`src/design/lfo_pkg.sv`:
```
// Package for the low-frequency oscillator and external oscillator pin control.
// Assumes an 8-bit special-function register bus, one 100 MHz clock, synchronous reset.
package lfo_pkg;
    localparam logic [7:0] LFO_CTRL_ADDR = 8'h86;
    localparam logic [7:0] LFO_EXT_CTRL_ADDR = 8'hb1;
    localparam int LFO_EN_BIT = 7;
    localparam int LFO_RDY_BIT = 6;
    localparam int LFO_TRIM_LSB = 2;
    localparam int LFO_DIV_LSB = 0;
    localparam logic [3:0] LFO_TRIM_RESET = 4'h8;
    localparam logic [1:0] LFO_DIV_RESET = 2'h0;
    // Nominal undivided frequency in kHz and the clock rate in kHz
    localparam int LFO_NOMINAL_KHZ = 80;
    localparam int LFO_CLK_KHZ = 100000;
    localparam int LFO_BASE_HALF = LFO_CLK_KHZ / LFO_NOMINAL_KHZ / 2;
    // Extra half-period cycles added per trim step
    localparam int LFO_TRIM_STEP = 16;
    localparam int LFO_CNT_W = 12;
    localparam logic [7:0] LFO_SETTLE_CYCLES = 8'h10;
    // External oscillator mode field
    localparam int LFO_XMODE_LSB = 4;
    localparam logic [2:0] LFO_XMODE_CMOS = 3'h2;
    localparam logic [2:0] LFO_XMODE_CMOS_DIV2 = 3'h3;
    localparam logic [2:0] LFO_XMODE_RC = 3'h4;
    localparam logic [2:0] LFO_XMODE_CAP = 3'h5;
    localparam logic [2:0] LFO_XMODE_XTAL = 3'h6;
    localparam logic [2:0] LFO_XMODE_XTAL_DIV2 = 3'h7;

    typedef struct packed {
        logic wr;
        logic rd;
        logic [7:0] addr;
        logic [7:0] wdata;
    } lfo_sfr_req_t;

    typedef struct packed {
        logic crystal_in_owned;
        logic crystal_out_owned;
        logic crystal_mode;
    } lfo_pin_t;
endpackage

```
`src/design/lfo_div.sv`:
```
// Power-of-two output divider of the low-frequency oscillator tick stream.
// Assumes tick_i is a one-cycle pulse per undivided oscillator rising edge.
`timescale 1ns/100ps
module lfo_div (
    input wire logic clk_i,
    input wire logic rst_n_i,
    input wire logic clear_i,
    input wire logic tick_i,
    input wire logic [1:0] sel_i,
    output logic tick_o
);
    import lfo_pkg::*;

    typedef struct packed {
        logic [2:0] cnt;
        logic out;
    } lfo_div_state_t;

    lfo_div_state_t s_q, s_d;
    logic [2:0] limit;

    always_comb begin
        s_d = s_q;
        // 00 divides by 8, 01 by 4, 10 by 2, 11 by 1
        case (sel_i)
            2'h0: limit = 3'h7;
            2'h1: limit = 3'h3;
            2'h2: limit = 3'h1;
            default: limit = 3'h0;
        endcase
        s_d.out = 1'b0;
        if (clear_i) begin
            s_d.cnt = 3'h0;
        end else if (tick_i) begin
            if (s_q.cnt >= limit) begin
                s_d.cnt = 3'h0;
                s_d.out = 1'b1;
            end else begin
                s_d.cnt = s_q.cnt + 3'h1;
            end
        end
    end

    always_ff @(posedge clk_i) begin
        if (!rst_n_i) begin
            s_q <= '0;
        end else begin
            s_q <= s_d;
        end
    end

    assign tick_o = s_q.out;
endmodule

```
`src/design/lfo_ctrl.sv`:
```
// Low-frequency oscillator control register, behavioural oscillator, output divider
// and external oscillator pin allocation.
// Assumes a synchronous single-cycle register port at 100 MHz; ext clock pin is asynchronous.
//
// Summary of operation
// [RULE1] The oscillator runs only while the enable bit (bit 7) is one and is stopped when it is zero.
// [RULE2] Bit 6 is a read-only ready flag that reads one once the frequency has stabilised.
// [RULE3] Once set, the ready flag clears only on reset or on a write that changes the divider field.
// [RULE4] Bits 5 to 2 are a trim where zero is fastest and all ones is slowest, monotonic between.
// [RULE5] Software should change the trim only while the oscillator is disabled.
// [RULE6] Bits 1 to 0 select divide by 8, 4, 2 or 1 for codes 00, 01, 10 and 11.
// [RULE7] Enable, ready and divider reset to zero, the trim to a calibrated value.
// [RULE8] In crystal or resonator mode the external circuit takes P0.2 as crystal input and P0.3 as output.
// [RULE9] In capacitor, RC or CMOS mode only P0.3 is used and P0.2 stays general purpose.
// [RULE10] Software should make the crossbar skip the pins the oscillator occupies.
// [RULE11] In crystal, resonator, capacitor or RC mode software should set the pins to analog input.
// [RULE12] In CMOS clock mode software should set the oscillator input pin to digital input.
// [RULE13] The external drive supports crystal, resonator, capacitor, RC or CMOS input, set by its own register.
// [RULE14] The external oscillator output may be the system clock or clock selected peripherals.
// [RULE15] The oscillator is calibrated to a nominal 80 kHz before the divider; the code gives 80 kHz only at trim 0, about 66 kHz at the reset trim of 8.
// [RULE16] Ready asserts after a fixed count of oscillator cycles after enable or divider change.
`timescale 1ns/100ps
module lfo_ctrl #(
    parameter logic [3:0] TRIM_CAL = lfo_pkg::LFO_TRIM_RESET,
    parameter logic [7:0] SETTLE_CYCLES = lfo_pkg::LFO_SETTLE_CYCLES
) (
    input wire logic clk_i,
    input wire logic rst_n_i,
    input wire lfo_pkg::lfo_sfr_req_t sfr_req_i,
    input wire logic ext_clk_pin_i,
    input wire logic sysclk_sel_ext_i,
    output logic [7:0] sfr_rdata_o,
    output logic lf_osc_running_o,
    output logic lf_osc_tick_o,
    output logic ext_clk_tick_o,
    output logic sysclk_from_ext_o,
    output lfo_pkg::lfo_pin_t pins_o
);
    import lfo_pkg::*;

    localparam logic [LFO_CNT_W-1:0] BASE_HALF = LFO_CNT_W'(LFO_BASE_HALF);
    localparam logic [LFO_CNT_W-1:0] TRIM_STEP = LFO_CNT_W'(LFO_TRIM_STEP);

    typedef enum logic [2:0] {
        ST_OFF = 3'b001,
        ST_SETTLE = 3'b010,
        ST_READY = 3'b100
    } lfo_state_t;

    typedef struct packed {
        lfo_state_t st;
        logic lf_osc_enable;
        logic lf_osc_ready;
        logic [3:0] lf_freq_trim;
        logic [1:0] lf_divider_select;
        logic [7:0] ext_osc_control;
        logic [LFO_CNT_W-1:0] half_cnt;
        logic osc_level;
        logic [7:0] settle_cnt;
        logic [7:0] rdata;
        logic running;
        logic ext_s1;
        logic ext_s2;
        logic ext_s3;
        logic ext_tick;
        logic tick;
        logic sys_ext;
        lfo_pin_t pins;
    } lfo_ctrl_state_t;

    lfo_ctrl_state_t s_q, s_d;
    logic osc_edge;
    logic div_clear;
    logic div_tick;
    logic wr_ctrl;
    logic wr_ext;
    logic div_changed;
    logic [2:0] xmode;
    logic [LFO_CNT_W-1:0] half_period;

    assign wr_ctrl = sfr_req_i.wr && (sfr_req_i.addr == LFO_CTRL_ADDR);
    assign wr_ext = sfr_req_i.wr && (sfr_req_i.addr == LFO_EXT_CTRL_ADDR);
    assign div_changed = wr_ctrl && (sfr_req_i.wdata[LFO_DIV_LSB +: 2] != s_q.lf_divider_select);
    assign xmode = s_q.ext_osc_control[LFO_XMODE_LSB +: 3];
    // Slower setting means a longer half period
    assign half_period = BASE_HALF + TRIM_STEP * LFO_CNT_W'(s_q.lf_freq_trim); // see [RULE4] see [RULE15]
    assign osc_edge = s_q.lf_osc_enable && (s_q.half_cnt >= half_period - LFO_CNT_W'(1));
    assign div_clear = !s_q.lf_osc_enable || div_changed;

    lfo_div u_div (
        .clk_i(clk_i),
        .rst_n_i(rst_n_i),
        .clear_i(div_clear),
        .tick_i(osc_edge && !s_q.osc_level),
        .sel_i(s_q.lf_divider_select),
        .tick_o(div_tick)
    ); // see [RULE6]

    always_comb begin
        s_d = s_q;
        if (wr_ctrl) begin
            s_d.lf_osc_enable = sfr_req_i.wdata[LFO_EN_BIT];
            s_d.lf_freq_trim = sfr_req_i.wdata[LFO_TRIM_LSB +: 4];
            s_d.lf_divider_select = sfr_req_i.wdata[LFO_DIV_LSB +: 2];
        end
        if (wr_ext) begin
            s_d.ext_osc_control = sfr_req_i.wdata;
        end
        // Behavioural oscillator: toggles only while enabled
        if (!s_q.lf_osc_enable) begin // see [RULE1]
            s_d.half_cnt = '0;
            s_d.osc_level = 1'b0;
        end else if (osc_edge) begin
            s_d.half_cnt = '0;
            s_d.osc_level = !s_q.osc_level;
        end else begin
            s_d.half_cnt = s_q.half_cnt + LFO_CNT_W'(1);
        end
        s_d.running = s_q.lf_osc_enable;
        s_d.tick = div_tick; // see [RULE6]
        // Ready sequencing
        case (s_q.st)
            ST_OFF: begin
                s_d.settle_cnt = '0;
                if (s_q.lf_osc_enable) begin
                    s_d.st = ST_SETTLE;
                end
            end
            ST_SETTLE: begin
                if (osc_edge && !s_q.osc_level) begin
                    s_d.settle_cnt = s_q.settle_cnt + 8'h1;
                end
                if (s_q.settle_cnt >= SETTLE_CYCLES) begin // see [RULE16]
                    s_d.st = ST_READY;
                    s_d.lf_osc_ready = 1'b1; // see [RULE2]
                end
            end
            ST_READY: begin
                s_d.settle_cnt = '0;
            end
            default: begin
                s_d.st = ST_OFF;
            end
        endcase
        // Only a divider change clears ready; disabling does not
        if (div_changed) begin // see [RULE3]
            s_d.lf_osc_ready = 1'b0;
            s_d.settle_cnt = '0;
            s_d.st = ST_OFF;
        end else if (s_q.st == ST_READY) begin
            s_d.lf_osc_ready = 1'b1;
        end
        if (s_q.st != ST_READY && !s_q.lf_osc_enable && s_q.st != ST_OFF) begin
            s_d.st = ST_OFF;
        end
        // External oscillator pin ownership
        s_d.pins.crystal_mode = (xmode == LFO_XMODE_XTAL) || (xmode == LFO_XMODE_XTAL_DIV2);
        s_d.pins.crystal_in_owned = s_d.pins.crystal_mode; // see [RULE8]
        s_d.pins.crystal_out_owned = (xmode >= LFO_XMODE_CMOS); // see [RULE9] see [RULE13]
        // External clock synchroniser and edge tick
        s_d.ext_s1 = ext_clk_pin_i;
        s_d.ext_s2 = s_q.ext_s1;
        s_d.ext_s3 = s_q.ext_s2;
        s_d.ext_tick = s_q.pins.crystal_out_owned && s_q.ext_s2 && !s_q.ext_s3; // see [RULE14]
        s_d.sys_ext = sysclk_sel_ext_i && s_q.pins.crystal_out_owned;
        // Read data
        if (sfr_req_i.rd && sfr_req_i.addr == LFO_CTRL_ADDR) begin
            s_d.rdata = {s_q.lf_osc_enable, s_q.lf_osc_ready, s_q.lf_freq_trim, s_q.lf_divider_select};
        end else if (sfr_req_i.rd && sfr_req_i.addr == LFO_EXT_CTRL_ADDR) begin
            s_d.rdata = {1'b0, s_q.ext_osc_control[6:0]};
        end else if (sfr_req_i.rd) begin
            s_d.rdata = 8'h00;
        end
    end

    always_ff @(posedge clk_i) begin
        if (!rst_n_i) begin
            s_q <= '0; // see [RULE7]
            s_q.st <= ST_OFF;
            s_q.lf_freq_trim <= TRIM_CAL;
            s_q.lf_divider_select <= LFO_DIV_RESET;
        end else begin
            s_q <= s_d;
        end
    end

    assign sfr_rdata_o = s_q.rdata;
    assign lf_osc_tick_o = s_q.tick;
    assign lf_osc_running_o = s_q.running;
    assign ext_clk_tick_o = s_q.ext_tick;
    assign sysclk_from_ext_o = s_q.sys_ext;
    assign pins_o = s_q.pins;
endmodule

```
`config.mk`:
```
export PLATFORM = sky130hd
export DESIGN_NAME = lfo_ctrl
export DESIGN_NICKNAME = d
export VERILOG_FILES = /design/src/design/lfo_pkg.sv /design/src/design/lfo_div.sv /design/src/design/lfo_ctrl.sv
export SDC_FILE = /design/constraint.sdc
export NUM_CORES = 1
export LEC_CHECK = 0
export BUFFER_PORTS_ARGS = -buffer_cell sky130_fd_sc_hd__buf_2
export CORE_MARGIN = 2
export CORE_UTILIZATION = 30
export DETAILED_ROUTE_END_ITERATION = 10
export PLACE_DENSITY = 0.53
export SLEW_MARGIN = 0
export SYNTH_ARGS = -nofsm -noshare
export SYNTH_HDL_FRONTEND = slang
export SYNTH_HIERARCHICAL = 1
export SYNTH_SLANG_ARGS = --single-unit
```
`constraint.sdc`:
```
create_clock -name clk_i -period 2.3 [get_ports clk_i]
set_input_delay 0.46 -clock clk_i [delete_from_list [all_inputs] [get_ports clk_i]]
set_output_delay 0.46 -clock clk_i [all_outputs]
set_load 0.02 [all_outputs]
```
==> metrics.csv <==
metric,value,unit
status,finished clean,
synth.mux.area_fraction,0.0521,
min_path_type,primary input to register,
regToRegEndpoint,s_q[19],
p_per_area,602,nW/um2
drtAntennaViolNets,0,
yosys-top-cells-area,"dfxtp_1 42%, ha_1 6.1%, mux2i_1 5.2%",
holdCritStartpoint,ext_clk_pin_i,
antenna_found_initial,0,
async_flop_share,0,
grt_pass1_vias,2083,
drc_errors,0,
ys_warn_count,6,
gp_congestion,0.721,
netlist_area,2880,um2
synthXorXnorAreaFrac,0.0456,
synth_top_cell_by_area,dfxtp_1,
wl,5950,um
pin_count,37,
drv_cap,0,
ir_worst_vdd,0.310,mV
clk_pin_slew,70,ps
critPathLaunchType,register,
timing.final.crit_period,2230,ps
cts_hold_buf,0,
cts_buffers,9,
h-tree-depth,3,
diodes,0,
start_util,0.310,
clock_tree.buffer_depth,2,
grt.overflow.total,0,
crit_path_max_fanout,6,
r2r_cells,9,
r2r_start,s_q[50],
arrival,2490,ps
worst_setup_path_end_kind,register,
criticalPathCategory,register to register,
synth_top_family_by_area,simple AND/OR/NAND/NOR gates,
power_switching,475,uW
hpwl,4230,um
swShare,0.226,
final_cells,487,
synth_compound_area_frac,0.131,
layout.nets,389,
worstPathRequired,2560,ps
numPortBuffers,36,
fin_ws,73.5,ps
ys_seq_elements,60,
min_period_over_period,0.968,
p_int,1.63,mW
placed_cells,468,
num_vias,2229,
avgViaCountPerCell,4.58,
rsz0062_at_grt,yes,
worst_clock_skew,11.5,ps
synth-simple-area-share,0.218,
synth_ff_type,dfxtp_1,
grt_max_degree,31,
avgSynthCellArea,9.17,um2
drive_gt1_frac,0.243,
cts_tree,built,
synthAdderAreaFrac,0.0608,
syn2layout_area_growth,21.2,%
dieWidth,102,um
synth_edf_count,0,
yosysUniqueCellTypes,52,
design_power_total,2.10,mW
max_freq,449,MHz
clkSinkCount,60,
core-area,9280,um2
hold-path-cell-count,2,
fill_cells,967,
combPwrFrac,0.028,
ys_seq_area_frac,0.417,
netlist_top_cells_count,"60 x dfxtp_1, 23 x nor2_1, 22 x inv_1",
syn_inst,314,
drt_first_pass_iters,4,
finalHoldViolations,0,
rows,35,
grt_pass1_wl,9520,um
grtUsageTotal,0.119,
min_to,s_d[7],
die-area,10400,um2
pwr-share-clk,0.477,
die_h,102,um
power_frac_seq,0.495,
wire_per_inst,12.2,um
worst-r2r-setup-slack,70,ps
syn_nets,350,
synth_top_area_frac,0.417,
maxSlewViolCount,0,
drt_iter0_markers,56,
clk_latency,350,ps
timing.hold.ws,317,ps
dp_slack,-45.0,ps
setup_violations,0,
root_buffer,clkbuf_8,
yosysMostFrequentCell,dfxtp_1,
p_leak,1.33,nW
[kinds of logic (layout without fill, tap and decap cells)]
family	Yosys count	in the layout
flip-flops	60	60
multiplexers	15	15
AND/OR/NAND/NOR	112	112
adder cells (fa/ha/maj)	14	14
XOR/XNOR	15	15
AO/OA/AOI/OAI	54	55
buffers and inverters	43	86
other	1	1
[how the worst max path moves through the flow]
| stage | slack, ps | depth (start not counted) | to | from |
|---|---|---|---|---|
| 6_report | 70 | 9 | s_q[19] | s_q[50] |
| 5_1_grt | -70 | 10 | u_div/s_q[3] | s_q[49] |
| 4_1_cts | 10 | 9 | s_q[24] | s_q[49] |
| 3_5_place_dp | -50 | 9 | s_q[24] | s_q[49] |
| 3_3_place_gp | 20 | 9 | s_q[24] | s_q[49] |
| 2_1_floorplan | 180 | 11 | u_div/s_q[3] | s_q[49] |
[cell usage in the layout (no fill, tap or decap), types with 3 or more instances in the layout]
| master | count |
|---|---|
| dfxtp_1 | 58 |
| buf_2 | 36 |
| nor2_1 | 22 |
| inv_1 | 20 |
| nand2_1 | 17 |
| mux2i_1 | 15 |
| nor2b_1 | 14 |
| and2_1 | 13 |
| ha_1 | 13 |
| buf_4 | 12 |
| clkbuf_8 | 11 |
| a21oi_1 | 8 |
| xnor2_1 | 7 |
| xor2_1 | 7 |
| a22oi_1 | 7 |
| o22ai_1 | 7 |
| nand3_1 | 6 |
| nand2b_1 | 6 |
| o31ai_1 | 5 |
| and3_1 | 4 |
| o211ai_1 | 4 |
| or4_1 | 4 |
| o21ai_0 | 3 |
| o21ai_1 | 3 |
| o2111ai_1 | 3 |
[critical path, cell delays in order (launching register included)]
cell      delay, ps
dfxtp_4         390
inv_4            40
ha_4            220
ha_1            260
o211ai_1        250
o21ai_4         130
buf_4           160
o211ai_4        230
or3b_1          400
o31ai_2          70
[through the flow]
step	utilization	area, um2	TNS (ps)
detailed placement	0.341	3170	-53.9
global route	0.376	3490	-156
floorplan	-	2880	0
finish	0.376	3490	0
CTS	0.365	3390	0
global placement	0.341	3170	0
[sequential cells by signal, summed over array words and instances (netlist names)]
register and cells:
s_q 39, sfr_rdata_o 8, s_d 3, u_div/s_q 3, pins_o 2, ext_clk_tick_o 1
lf_osc_running_o 1, lf_osc_tick_o 1, sysclk_from_ext_o 1, u_div/tick_o 1
[power groups by stage]
stage          logic (mW)  clock network (mW)  registers, mW
3_3_place_gp       0.0552                   0           1.07
5_1_grt            0.0642                1.08           1.04
4_1_cts            0.0566                1.04           1.04
2_1_floorplan      0.0245                   0           1.07
3_5_place_dp       0.0555                   0           1.07
6_report           0.0582                1.00           1.04
[per-layer routing]
layer / vias up / part of all wire / GRT usage
li1: 1154 / - / -
met1: 1045 / 0.51 / 0.153
met2: 20 / 0.45 / 0.179
met3: 10 / 0.027 / 0.0369
met4: 0 / 0.019 / 0.0646
met5: - / 0 / 0
[cell type report]
class | instances | area [um2] | area share
clock buffers | 11 | 151 | 0.0434
clock inverters | 5 | 58.8 | 0.0168
inverters | 22 | 85.1 | 0.0244
multi-input cells | 212 | 1560 | 0.446
flip-flops and latches | 60 | 1210 | 0.346
well taps | 129 | 161 | 0.0462
repair buffers | 48 | 270 | 0.0774
[timing repair]
| item | CTS | global route |
|---|---|---|
| pin swaps | 1 | 12 |
| setup endpoints to repair | 7 | 11 |
| cloned | 0 | 1 |
| setup buffers | 0 | 2 |
| gates resized for setup | 2 | 20 |
No activity file was read; power rests on OpenSTA's default activity.
